===== src/verilog/dbf_pkg.sv =====
// Package: register map, field positions and reset values of the DAC control
package dbf_pkg;

  // Register indices; the byte address on APB is four times the index
  localparam logic [5:0] IDX_CTRL = 6'h00;
  localparam logic [5:0] IDX_IRQ_EN_CLR = 6'h04;
  localparam logic [5:0] IDX_IRQ_EN_SET = 6'h05;
  localparam logic [5:0] IDX_INTFLAG = 6'h06;
  localparam logic [5:0] IDX_STATUS = 6'h07;
  localparam logic [5:0] IDX_DATA = 6'h08;
  localparam logic [5:0] IDX_PEND_BUF = 6'h0c;

  // Field positions
  localparam int BIT_ENABLE = 1;
  localparam int BIT_UNDERRUN = 0;
  localparam int BIT_EMPTY = 1;
  localparam int BIT_SYNC_READY = 2;
  localparam int BIT_SYNC_PENDING = 7;
  localparam int NUM_FLAGS = 3;

  // Reset values
  localparam logic RST_ENABLE = 1'b0;
  localparam logic [2:0] RST_INTEN = 3'h0;
  localparam logic [2:0] RST_FLAGS = 3'h0;
  localparam logic RST_BUF_FULL = 1'b0;

  // Defaults for the top module parameters
  localparam int DAC_BITS_DEF = 10;
  localparam int SYNC_CYCLES_DEF = 3;

endpackage : dbf_pkg


===== src/verilog/dbf_evt_sync.sv =====
// Start-conversion event input: two-stage synchroniser and edge detector
`timescale 1ns/1ps
module dbf_evt_sync
(
  // Clock and reset
  input wire logic clk,
  input wire logic rst,
  // Asynchronous event level and one-cycle event pulse
  input wire logic evt_async,
  output logic evt_pulse
);

  typedef struct packed {
    logic meta;
    logic sync;
    logic last;
    logic pulse;
  } dbf_evt_state_type;

  dbf_evt_state_type s_q;
  dbf_evt_state_type s_d;

  ////////////////////////////////////////////////////////////////////////////
  // Only the second stage feeds the edge detector, never the first
  always_comb
  begin
    s_d = s_q;
    s_d.meta = evt_async;
    s_d.sync = s_q.meta;
    s_d.last = s_q.sync;
    s_d.pulse = s_q.sync & ~s_q.last;
  end

  // Synchronous reset to constants
  always_ff @(posedge clk)
  begin
    if (rst)
    begin
      s_q <= '0;
    end
    else
    begin
      s_q <= s_d;
    end
  end

  assign evt_pulse = s_q.pulse;

endmodule : dbf_evt_sync


===== src/verilog/dbf_top.sv =====
// DAC control: pending sample buffer, active data, flags and APB registers
//
// Behaviour
// - One conversion channel; each converted code is DAC_BITS bits (10 by default) from active data.
// - Buffer-empty flag (bit 1) sets when buffered sample moves to active data.
// - Buffer-empty clears on write-one, or on a new write to the buffer.
// - Underrun flag (bit 0) sets on a start event with an empty buffer.
// - Interrupt asserts only while a flag is set and its enable is one.
// - Writing one clears underrun or buffer-empty; writing zero changes nothing.
// - Writing one at enable-clear bit 2 disables sync-ready interrupt; reads enable.
// - Sync-pending bit 7 of status sets when a crossing starts, clears when done.
//
// The implementer's own choice: the APB slave port.
`timescale 1ns/1ps
module dbf_top
  import dbf_pkg::*;
#(
  parameter int DAC_BITS = dbf_pkg::DAC_BITS_DEF,
  parameter int SYNC_CYCLES = dbf_pkg::SYNC_CYCLES_DEF
)
(
  // Clock and reset
  input wire logic REF_CLK,
  input wire logic RST,
  // APB slave
  input wire logic PSEL,
  input wire logic PENABLE,
  input wire logic PWRITE,
  input wire logic [7:0] PADDR,
  input wire logic [31:0] PWDATA,
  output logic [31:0] PRDATA,
  output logic PREADY,
  output logic PSLVERR,
  // Start-conversion event, asynchronous level
  input wire logic START_EVT,
  // Converter code and interrupt
  output logic [DAC_BITS-1:0] DAC_CODE,
  output logic IRQ
);

  localparam int CW = $clog2(SYNC_CYCLES + 1);

  ////////////////////////////////////////////////////////////////////////////
  // Elaboration checks
  generate
    if (DAC_BITS < 1 || DAC_BITS > 32)
    begin : g_bad_bits
      $error("DAC_BITS must lie between 1 and 32");
    end
    if (SYNC_CYCLES < 1)
    begin : g_bad_sync
      $error("SYNC_CYCLES must be at least 1");
    end
    if (BIT_UNDERRUN >= NUM_FLAGS || BIT_EMPTY >= NUM_FLAGS ||
        BIT_SYNC_READY >= NUM_FLAGS)
    begin : g_bad_flags
      $error("Flag positions must lie inside the flag field");
    end
  endgenerate

  ////////////////////////////////////////////////////////////////////////////
  // State of the block
  typedef struct packed {
    logic pready;
    logic pslverr;
    logic [31:0] prdata;
    logic enable;
    logic [2:0] inten;
    logic [2:0] flags;
    logic [DAC_BITS-1:0] pend;
    logic pend_full;
    logic [DAC_BITS-1:0] data;
    logic busy;
    logic [CW-1:0] cnt;
    logic irq;
  } dbf_state_type;

  dbf_state_type s_q;
  dbf_state_type s_d;

  logic evt;

  // Event synchroniser; the pin is asynchronous to REF_CLK
  // The price is a few cycles of latency after the pin rises
  dbf_evt_sync u_evt
  (
    .clk (REF_CLK),
    .rst (RST),
    .evt_async (START_EVT),
    .evt_pulse (evt)
  );

  ////////////////////////////////////////////////////////////////////////////
  // Bus decode helpers
  logic [5:0] idx;
  logic aligned;
  logic mapped;
  logic access;
  logic wr_fire;

  assign idx = PADDR[7:2];
  assign aligned = (PADDR[1:0] == 2'h0);
  // Answer one cycle into the access phase; the transfer ends on pready
  // Registered answer, so every transfer has one fixed wait state
  assign access = PSEL & PENABLE & ~s_q.pready;
  assign wr_fire = PSEL & PENABLE & s_q.pready & PWRITE & mapped;

  // Address map check; unmapped or unaligned words answer with an error
  // and write nothing
  always_comb
  begin
    mapped = 1'b0;
    if (aligned)
    begin
      case (idx)
        IDX_CTRL, IDX_IRQ_EN_CLR, IDX_IRQ_EN_SET, IDX_INTFLAG,
        IDX_STATUS, IDX_DATA, IDX_PEND_BUF:
          mapped = 1'b1;
        default:
          mapped = 1'b0;
      endcase
    end
  end

  ////////////////////////////////////////////////////////////////////////////
  // Read data; reserved bits read zero
  logic [31:0] rd_word;

  always_comb
  begin
    rd_word = 32'h0;
    case (idx)
      IDX_CTRL:
        rd_word[BIT_ENABLE] = s_q.enable;
      IDX_IRQ_EN_CLR, IDX_IRQ_EN_SET:
        rd_word[2:0] = s_q.inten;
      IDX_INTFLAG:
        rd_word[2:0] = s_q.flags;
      IDX_STATUS:
        rd_word[BIT_SYNC_PENDING] = s_q.busy;
      IDX_DATA:
        rd_word[DAC_BITS-1:0] = s_q.data;
      IDX_PEND_BUF:
        rd_word[DAC_BITS-1:0] = s_q.pend;
      default:
        rd_word = 32'h0;
    endcase
  end

  ////////////////////////////////////////////////////////////////////////////
  // Write strobes per register
  logic wr_ctrl;
  logic wr_iclr;
  logic wr_iset;
  logic wr_flag;
  logic wr_data;
  logic wr_buf;

  assign wr_ctrl = wr_fire & (idx == IDX_CTRL);
  assign wr_iclr = wr_fire & (idx == IDX_IRQ_EN_CLR);
  assign wr_iset = wr_fire & (idx == IDX_IRQ_EN_SET);
  assign wr_flag = wr_fire & (idx == IDX_INTFLAG);
  assign wr_data = wr_fire & (idx == IDX_DATA);
  assign wr_buf = wr_fire & (idx == IDX_PEND_BUF);

  ////////////////////////////////////////////////////////////////////////////
  // Conversion events and flag sources
  logic conv_evt;
  logic take_sample;
  logic underrun_set;
  logic empty_set;
  logic sync_ready_set;
  logic sync_start;
  logic [2:0] flag_set;
  logic [2:0] flag_clr;

  // Events are ignored while the converter is disabled
  assign conv_evt = evt & s_q.enable;
  assign take_sample = conv_evt & s_q.pend_full;
  assign underrun_set = conv_evt & ~s_q.pend_full;
  // Converter is ready for the next sample as soon as it moves on
  assign empty_set = take_sample;
  // Register writes that must reach the converter domain
  assign sync_start = wr_ctrl | wr_data | wr_buf;
  assign sync_ready_set = s_q.busy & (s_q.cnt == CW'(1)) & ~sync_start;

  // Sources that set each sticky flag
  always_comb
  begin
    flag_set = 3'h0;
    flag_set[BIT_UNDERRUN] = underrun_set;
    flag_set[BIT_EMPTY] = empty_set;
    flag_set[BIT_SYNC_READY] = sync_ready_set;
  end

  // Write-one clears; a buffer write also clears buffer-empty
  // Data bits above the flag field are ignored
  always_comb
  begin
    flag_clr = 3'h0;
    if (wr_flag)
    begin
      flag_clr = PWDATA[2:0];
    end
    if (wr_buf)
    begin
      flag_clr[BIT_EMPTY] = 1'b1;
    end
  end

  ////////////////////////////////////////////////////////////////////////////
  // Interrupt enables: clear and set views of one register; a clear and a
  // set never meet in one cycle, as they sit at different addresses
  logic [2:0] inten_nxt;

  always_comb
  begin
    inten_nxt = s_q.inten;
    if (wr_iclr)
    begin
      inten_nxt = s_q.inten & ~PWDATA[2:0];
    end
    else if (wr_iset)
    begin
      inten_nxt = s_q.inten | PWDATA[2:0];
    end
  end

  ////////////////////////////////////////////////////////////////////////////
  // Per-flag update and interrupt source. A set that meets a write-one
  // clear in the same cycle wins, so an event racing software is not lost.
  // The source uses the next flags and next enables, so IRQ moves at the edge of its cause.
  logic [2:0] flag_nxt;
  logic [2:0] irq_src;

  generate
    for (genvar i = 0; i < NUM_FLAGS; i++)
    begin : g_flag
      assign flag_nxt[i] = (s_q.flags[i] & ~flag_clr[i]) | flag_set[i];
      assign irq_src[i] = flag_nxt[i] & inten_nxt[i];
    end
  endgenerate

  ////////////////////////////////////////////////////////////////////////////
  // Next state
  always_comb
  begin
    s_d = s_q;

    // APB answer: ready one cycle into the access phase
    s_d.pready = access;
    s_d.pslverr = access & ~mapped;
    if (access)
    begin
      s_d.prdata = (mapped && !PWRITE) ? rd_word : 32'h0;
    end

    // Control register
    if (wr_ctrl)
    begin
      s_d.enable = PWDATA[BIT_ENABLE];
    end

    // Interrupt enables and sticky flags come from their own logic
    s_d.inten = inten_nxt;
    s_d.flags = flag_nxt;

    // Active data: direct write or move from the pending buffer
    // A move beats a direct write so the sample stream keeps its order
    if (take_sample)
    begin
      s_d.data = s_q.pend;
    end
    else if (wr_data)
    begin
      s_d.data = PWDATA[DAC_BITS-1:0];
    end

    // Pending buffer; a write in the event cycle refills it after the old
    // sample has moved on, so neither sample is lost
    if (take_sample)
    begin
      s_d.pend_full = 1'b0;
    end
    if (wr_buf)
    begin
      s_d.pend = PWDATA[DAC_BITS-1:0];
      s_d.pend_full = 1'b1;
    end

    // Domain crossing emulation: a fixed transfer time per write;
    // a new write restarts the count so busy covers the latest one
    if (sync_start)
    begin
      s_d.busy = 1'b1;
      s_d.cnt = CW'(SYNC_CYCLES);
    end
    else if (s_q.busy)
    begin
      s_d.cnt = s_q.cnt - CW'(1);
      if (s_q.cnt == CW'(1))
      begin
        s_d.busy = 1'b0;
      end
    end

    // Level interrupt from the next flags, so IRQ follows flags exactly
    s_d.irq = |irq_src;
  end

  ////////////////////////////////////////////////////////////////////////////
  // State register, synchronous reset
  // Every field restarts at zero; the bus reads zeros until written
  always_ff @(posedge REF_CLK)
  begin
    if (RST)
    begin
      s_q.pready <= 1'b0;
      s_q.pslverr <= 1'b0;
      s_q.prdata <= 32'h0;
      s_q.enable <= RST_ENABLE;
      s_q.inten <= RST_INTEN;
      s_q.flags <= RST_FLAGS;
      s_q.pend <= '0;
      s_q.pend_full <= RST_BUF_FULL;
      s_q.data <= '0;
      s_q.busy <= 1'b0;
      s_q.cnt <= '0;
      s_q.irq <= 1'b0;
    end
    else
    begin
      s_q <= s_d;
    end
  end

  ////////////////////////////////////////////////////////////////////////////
  // Outputs straight from flip-flops
  assign PRDATA = s_q.prdata;
  assign PREADY = s_q.pready;
  assign PSLVERR = s_q.pslverr;
  assign DAC_CODE = s_q.data;
  assign IRQ = s_q.irq;

endmodule : dbf_top


===== config.mk =====
export PLATFORM = sky130hd
export DESIGN_NAME = dbf_top
export DESIGN_NICKNAME = d
export VERILOG_FILES = /design/src/verilog/dbf_pkg.sv /design/src/verilog/dbf_evt_sync.sv /design/src/verilog/dbf_top.sv
export SDC_FILE = /design/constraint.sdc
export NUM_CORES = 1
export LEC_CHECK = 0
export BUFFER_PORTS_ARGS = -buffer_cell sky130_fd_sc_hd__clkbuf_2
export CAP_MARGIN = 20
export CORE_UTILIZATION = 53
export CTS_CLUSTER_DIAMETER = 120
export CTS_CLUSTER_SIZE = 25
export DETAILED_ROUTE_END_ITERATION = 7
export PLACE_DENSITY = 0.85
export SLEW_MARGIN = 15
export SYNTH_ARGS = -nofsm -noshare
export SYNTH_HDL_FRONTEND = slang
export SYNTH_SLANG_ARGS = --single-unit

===== constraint.sdc =====
create_clock -name REF_CLK -period 7.6 [get_ports REF_CLK]
set_input_delay 2.28 -clock REF_CLK [delete_from_list [all_inputs] [get_ports REF_CLK]]
set_output_delay 2.28 -clock REF_CLK [all_outputs]
set_load 0.005 [all_outputs]

== After elaboration in Yosys (flattened, before gate mapping) ==
Cells that the tools add are included.

* Reduce and logical (&&, ||, !) cells: 10
* Add/subtract/negate cells: 1
* Bitwise logic cells: 40
* Eq/ne operators: 7
* Magnitude comparators: 0
* Multiplexer cells: 20
* Shift operators: 0
* Multipliers: 0
* Divide/modulo/power cells: 0

{| class="wikitable"
|+ Operators with widths
! operator !! number
|-
| 2-to-1 mux 10 bit || 3
|-
| bitwise AND 1 bit || 24
|-
| == test 6 x 3 -> 1 bit (second input constant) || 4
|-
| 2-to-1 mux 3 bit || 5
|-
| == test 6 x 4 -> 1 bit (second input constant) || 2
|-
| inverter 1 bit || 8
|-
| case mux 1 bit (4 select lines) || 2
|-
| case mux 4 bit (2 select lines) || 1
|-
| OR reduction 7 bit || 1
|-
| logical NOT 6 bit || 1
|-
| 2-to-1 mux 1 bit || 6
|-
| nonzero test 2 bit || 3
|-
| OR 1 bit || 5
|-
| case mux 1 bit (5 select lines) || 1
|-
| case mux 2 bit (2 select lines) || 1
|-
| bitwise AND 3 bit || 1
|-
| inverter 3 bit || 1
|-
| OR 3 bit || 1
|-
| case mux 1 bit (3 select lines) || 1
|-
| OR reduction 3 bit || 1
|-
| == test 2 x 1 -> 1 bit (second input constant) || 1
|-
| logical NOT 2 bit || 1
|-
| OR reduction 2 bit || 1
|-
| subtractor 2 x 1 -> 2 bit (second input constant) || 1
|-
| other kinds (2) || 2
|}

* Register bits: 70
* ROM bits: 0
* Memories: 0
* Bits in writable memories: 0
* Latch bits: 0

== Longest topological paths before layout ==
* Depth after elaboration: 13
* Gate-level depth with buffers: 7
* Gate-level depth less buffers: 5

== Modules after synthesis ==
A second synthesis with hierarchy kept.

* Cells, all modules: 280
* Area total of the unflattened synthesis: 2,509.9 µm²

{| class="wikitable"
|+ By module, submodules not included
! module !! instances !! area an instance (µm²) !! seq. area each (µm²) !! cells each
|-
| dbf_top || 1 || 2,398.6 || 880.8 || 272
|-
| dbf_evt_sync || 1 || 111.4 || 80.1 || 8
|}

== Least setup slack after synthesis ==
OpenSTA, ideal clock, no wires.

* Path kind: input port to flip-flop
* Start point: input port PADDR[5]
* End point: register s_q (netlist bit IRQ)
* Path buffers: 2
* Setup time: 135 ps
* Setup slack: 3,598 ps
* Stages on the path: 7
* Data arrival time: 3,867 ps
* Cell sequence: buf_2 -> or4b_1 -> clkbuf_1 -> nor4_1 -> mux2_2 -> o21ai_0 -> o221ai_1

* Longest elaborated chain between the ends: 13
* Elaborated cells between the ends (all ways): 38
* Those cells by class: eq/ne (6); mux (6); bitwise (23); reduce/logical (3)

{| class="wikitable"
|+ RTL lines
! element !! line !! RTL
|-
| from (decl) || dbf_top.sv:29 || <nowiki>input wire logic [7:0] PADDR,</nowiki>
|-
| == test 6 x 3 -> 1 bit, or another cell as far along || dbf_top.sv:115, dbf_top.sv:160 ||
|-
| OR reduction 7 bit || dbf_top.sv:115 || <nowiki>case (idx)</nowiki>
|-
| 2-to-1 mux 1 bit || dbf_top.sv:115 ||
|-
| 2-to-1 mux 1 bit || dbf_top.sv:113 || <nowiki>if (aligned)</nowiki>
|-
| bitwise AND 1 bit || dbf_top.sv:106 || <nowiki>assign wr_fire = PSEL & PENABLE & s_q.pready & PWRITE & mapped;</nowiki>
|-
| bitwise AND 1 bit (on tied branches) || dbf_top.sv:162, dbf_top.sv:159, dbf_top.sv:163 ||
|-
| 2-to-1 mux 3 bit / OR 1 bit (equally long branches) || dbf_top.sv:201, dbf_top.sv:184 ||
|-
| 2-to-1 mux 1 bit / OR 1 bit (equally long branches) || dbf_top.sv:205, dbf_top.sv:184 ||
|-
| inverter 1 bit (on tied branches) || dbf_top.sv:239, dbf_top.sv:185 ||
|-
| bitwise AND 1 bit (on tied branches) || dbf_top.sv:239, dbf_top.sv:185 ||
|-
| OR 1 bit || dbf_top.sv:239 || <nowiki>assign flag_nxt[i] = (s_q.flags[i] & ~flag_clr[i]) | flag_set[i];</nowiki>
|-
| bitwise AND 1 bit || dbf_top.sv:240 || <nowiki>assign irq_src[i] = flag_nxt[i] & inten_nxt[i];</nowiki>
|-
| OR reduction 3 bit * || dbf_top.sv:308 || <nowiki>s_d.irq = |irq_src;</nowiki>
|-
| to (decl) || dbf_top.sv:78 || <nowiki>dbf_state_type s_q;</nowiki>
|}

Every way passes the cells marked *; elsewhere a longest branch is shown, timed or not.
A chain may end at the register's enable or synchronous reset.

== Worst setup path after layout ==
* Start point: input port PADDR[2]
* End point: register s_q[16] in the netlist's numbering

* Longest elaborated chain between the ends: 6
* Elaborated cells between the ends (all ways): 12
* Those cells by class: eq/ne (6); mux (2); bitwise (2); reduce/logical (2)

{| class="wikitable"
|+ RTL lines
! element !! line !! RTL
|-
| == test 6 x 3 -> 1 bit, or another cell as far along || dbf_top.sv:115 ||
|-
| OR reduction 7 bit || dbf_top.sv:115 ||
|-
| 2-to-1 mux 1 bit || dbf_top.sv:115 ||
|-
| 2-to-1 mux 1 bit || dbf_top.sv:113 ||
|-
| bitwise AND 1 bit || dbf_top.sv:106 ||
|-
| bitwise AND 1 bit * || dbf_top.sv:164 || <nowiki>assign wr_buf = wr_fire & (idx == IDX_PEND_BUF);</nowiki>
|}

Marks and branches as above.

==> results.md <==
- Status: finished, violations left
- Failing checks: DRC
- Top post-synthesis cells by area: dfxtp_1 38%, buf_4 13%, mux2i_1 5.2%
- Pin slew with the least headroom to its limit: 949 ps
- Arr. time, crit path: 4650 ps
- ANT nets after route: 0
- CTS Buf Count: 5
- Multi-input logic area: 1190 µm²
- Final worst path period share: 0.593
- WP data required: 7740 ps
- Mapped Cells: 293
- PortBufs: 46
- CTS sink cnt: 48
- Compound-Gate Fraction of Synth Area: 0.199
- CP Capture Type: flop
- Htree depth: 2
- Synth Flop Type: dfxtp_1
- Die Wd: 70.6 µm
- Global route total overflow: 0
- Layout Area Growth over Synthesis: 5.06%
- Worst-path clk slew: 90 ps
- Ys async rst share: 0
- XOR/XNOR Fraction of Synth Area: 0.00351
- Vias: 2,078
- Resize count post-CTS: 0
- Tot GR Track Use: 0.221
- Register area share after synthesis: 0.385
- Final hold vios: 0
- VDD IR max: 0.118 mV
- Core area: 4440 µm²
- Slew Limit Fails: 0
- Vias per cell: 5.72
- FP Rows: 24
- Max Cap Viol: 0
- Filler Cells Inserted: 383
- Most frequent cells in the layout: 48 x dfxtp_1, 46 x clkbuf_2, 26 x nor2_1
- Clk root buf: clkbuf_8
- WP buf/inv: 1
- Crit-path max cell delay: 800 ps
- Hold Buf Count CTS: 0
- Non-filler cells, final: 363
- Commonest non-fill, non-tap cell in the layout: dfxtp_1
- First-pass GRT wire length: 8.81 mm
- GPL Wtd Cong: 0.853
- Final Power: 499 µW
- LEAKAGE: 0.00109 µW
- CTS tree: built
- I/O pin count: 91
- Min-Delay Path Class: flop to flop
- Top-area cell type share of the netlist area: 0.385
- Layout cells sized above 1: 0.206
- Dpl cells: 355
- Pwr Density: 190 nW/µm²
- Crit start category: input port
- Most frequent CP cell: nand2_1
- Drt initial violations: 167
- # Post-CTS Setup Buffers: 0
- Register area: 961 µm²
- Critical path fanouts, max: 22
- Post-layout min period: 4510 ps
- Slew HR: 0.368
- Synth Area in Simple Gates: 0.180
- Cell family contributing the most delay on the critical path: simple AND/OR/NAND/NOR gates
- Adder-cell share of the synthesized area: 0.00501
- Setup-failing EPs final: 0
- FMAX: 222 MHz
- Die footprint: 4990 µm²
- DRC Markers: 14
- Crit Path Category: input port to flop
- TNS Setup: 0 ps
- Synth cell types: 45
- Post-DP HPWL: 3.64 mm
- Clock buffer depth: 2
- DIE HEIGHT: 70.6 µm
- Post-synthesis cell area: 2500 µm²
- CP cell instances: clkbuf_2 -> nor4_1 -> and3_1 -> nand2_1 -> nand2_1 -> a21oi_1
- Yosys warns: 0
- Antenna violations before repair: 0
- EDFF count, synth: 0
- Avg Cell Area, Syn: 8.52 µm²
- RSZ-0062 raised after global routing: false
- Nets: 357
- Multiplexer share of the synthesized area: 0.0566
- Final Skew: 10.3 ps
- Ant. Diodes: 0
- Starting density of the core: 0.562
- Pre-Repair DR Iteration Count: 7
- #FFs+latches synth: 48
- WL final: 5.42 mm
- Vias in the first global route: 1,889
- Slowest cell on crit path: and3_1
- Largest net degree at the start of global routing: 48
- Worst-Skew Late Latency: 300 ps
- Dominant cell type by area after synthesis: dfxtp_1
- Wirelength per Cell: 14.9 µm
- Largest family of logic cells by synthesized area: compound AO/OA/AOI/OAI gates
area by class of cell:
| class | count | area share |
|---|---|---|
| Clock inverter | 3 | 0.0262 |
| Timing Repair Buffer | 47 | 0.0906 |
| Clock buffer | 5 | 0.0262 |
| Sequential cell | 48 | 0.366 |
| Inverter | 8 | 0.0114 |
| Tap cell | 52 | 0.0248 |
| Multi-Input combinational cell | 200 | 0.454 |
routing by layer:
metal / part of all wire / global-route usage / routed length [µm]
met1: 0.42 / 0.274 / 2280
met2: 0.50 / 0.382 / 2710
met3: 0.065 / 0.0399 / 352
met4: 0.015 / 0.0867 / 79
met5: 0 / 0 / 0
cell usage after synthesis, types with 2 or more instances:
library cell	count
dfxtp_1	48
buf_4	43
nor2_1	26
a21oi_1	22
nand2_1	22
nand3_1	15
mux2i_1	13
a22oi_1	10
clkbuf_1	9
a211oi_1	8
a2bb2oi_1	8
inv_1	8
nor2b_1	8
buf_2	5
nor3_1	5
nand2b_1	4
a21o_1	3
nor4_1	3
o21ai_0	3
a211o_1	2
a211oi_2	2
and3_1	2
nand4_1	2
worst reg2reg max path: cells and delay by family (launching register included):
| family | cells | cell delay (ps) |
|---|---|---|
| AOI/OAI and AO/OA | 2 | 770 |
| DFF | 1 | 370 |
| and+or+nand+nor | 2 | 720 |
path summary, 6_finish.rpt:
kind	start	end	slack, ps	cells after the start
max	PADDR[2]	s_q[16]$_SDFFE_PP0P_	3090	6
min	u_evt.s_q[1]$_SDFF_PP0_	u_evt.evt_pulse$_SDFF_PP0_	390	1
max reg2reg	s_q[31]$_SDFFE_PP0P_	DAC_CODE[5]$_SDFFE_PP0P_	5640	4
min reg2reg	u_evt.s_q[1]$_SDFF_PP0_	u_evt.evt_pulse$_SDFF_PP0_	390	1
sequential cells by signal, summed over array words and instances, names as in the netlist, 2 cells and up:
register,count
s_q,21
DAC_CODE,10
PRDATA,10
u_evt.s_d,2
cell families (layout without fill, tap and decap cells):
family,after synthesis,after routing
DFF,48,48
AOI/OAI and AO/OA,69,69
adders and majority gates,1,1
buffers and inverters,66,63
and+or+nand+nor,93,93
muxes,14,14
other,1,22
xor gates and xnor gates,1,1
metrics by stage:
stage / util / cell area, µm² / hold WS, ps / setup slack, ps
2_1_floorplan: - / 2580 / 367 / 3600
3_3_place_gp: 0.559 / 2490 / 374 / 2920
3_5_place_dp: 0.559 / 2490 / 375 / 2850
4_1_cts: 0.590 / 2620 / 387 / 3150
5_1_grt: 0.590 / 2620 / 405 / 2870
6_report: 0.590 / 2620 / 387 / 3090
report_power, final:
part,internal [µW],switching (µW),leakage (µW)
clock,132,86.3,0.0000687
sequential,252,0.367,0.000387
combinational,8.61,19.0,0.000637
Power figures use the tool's default switching activity.
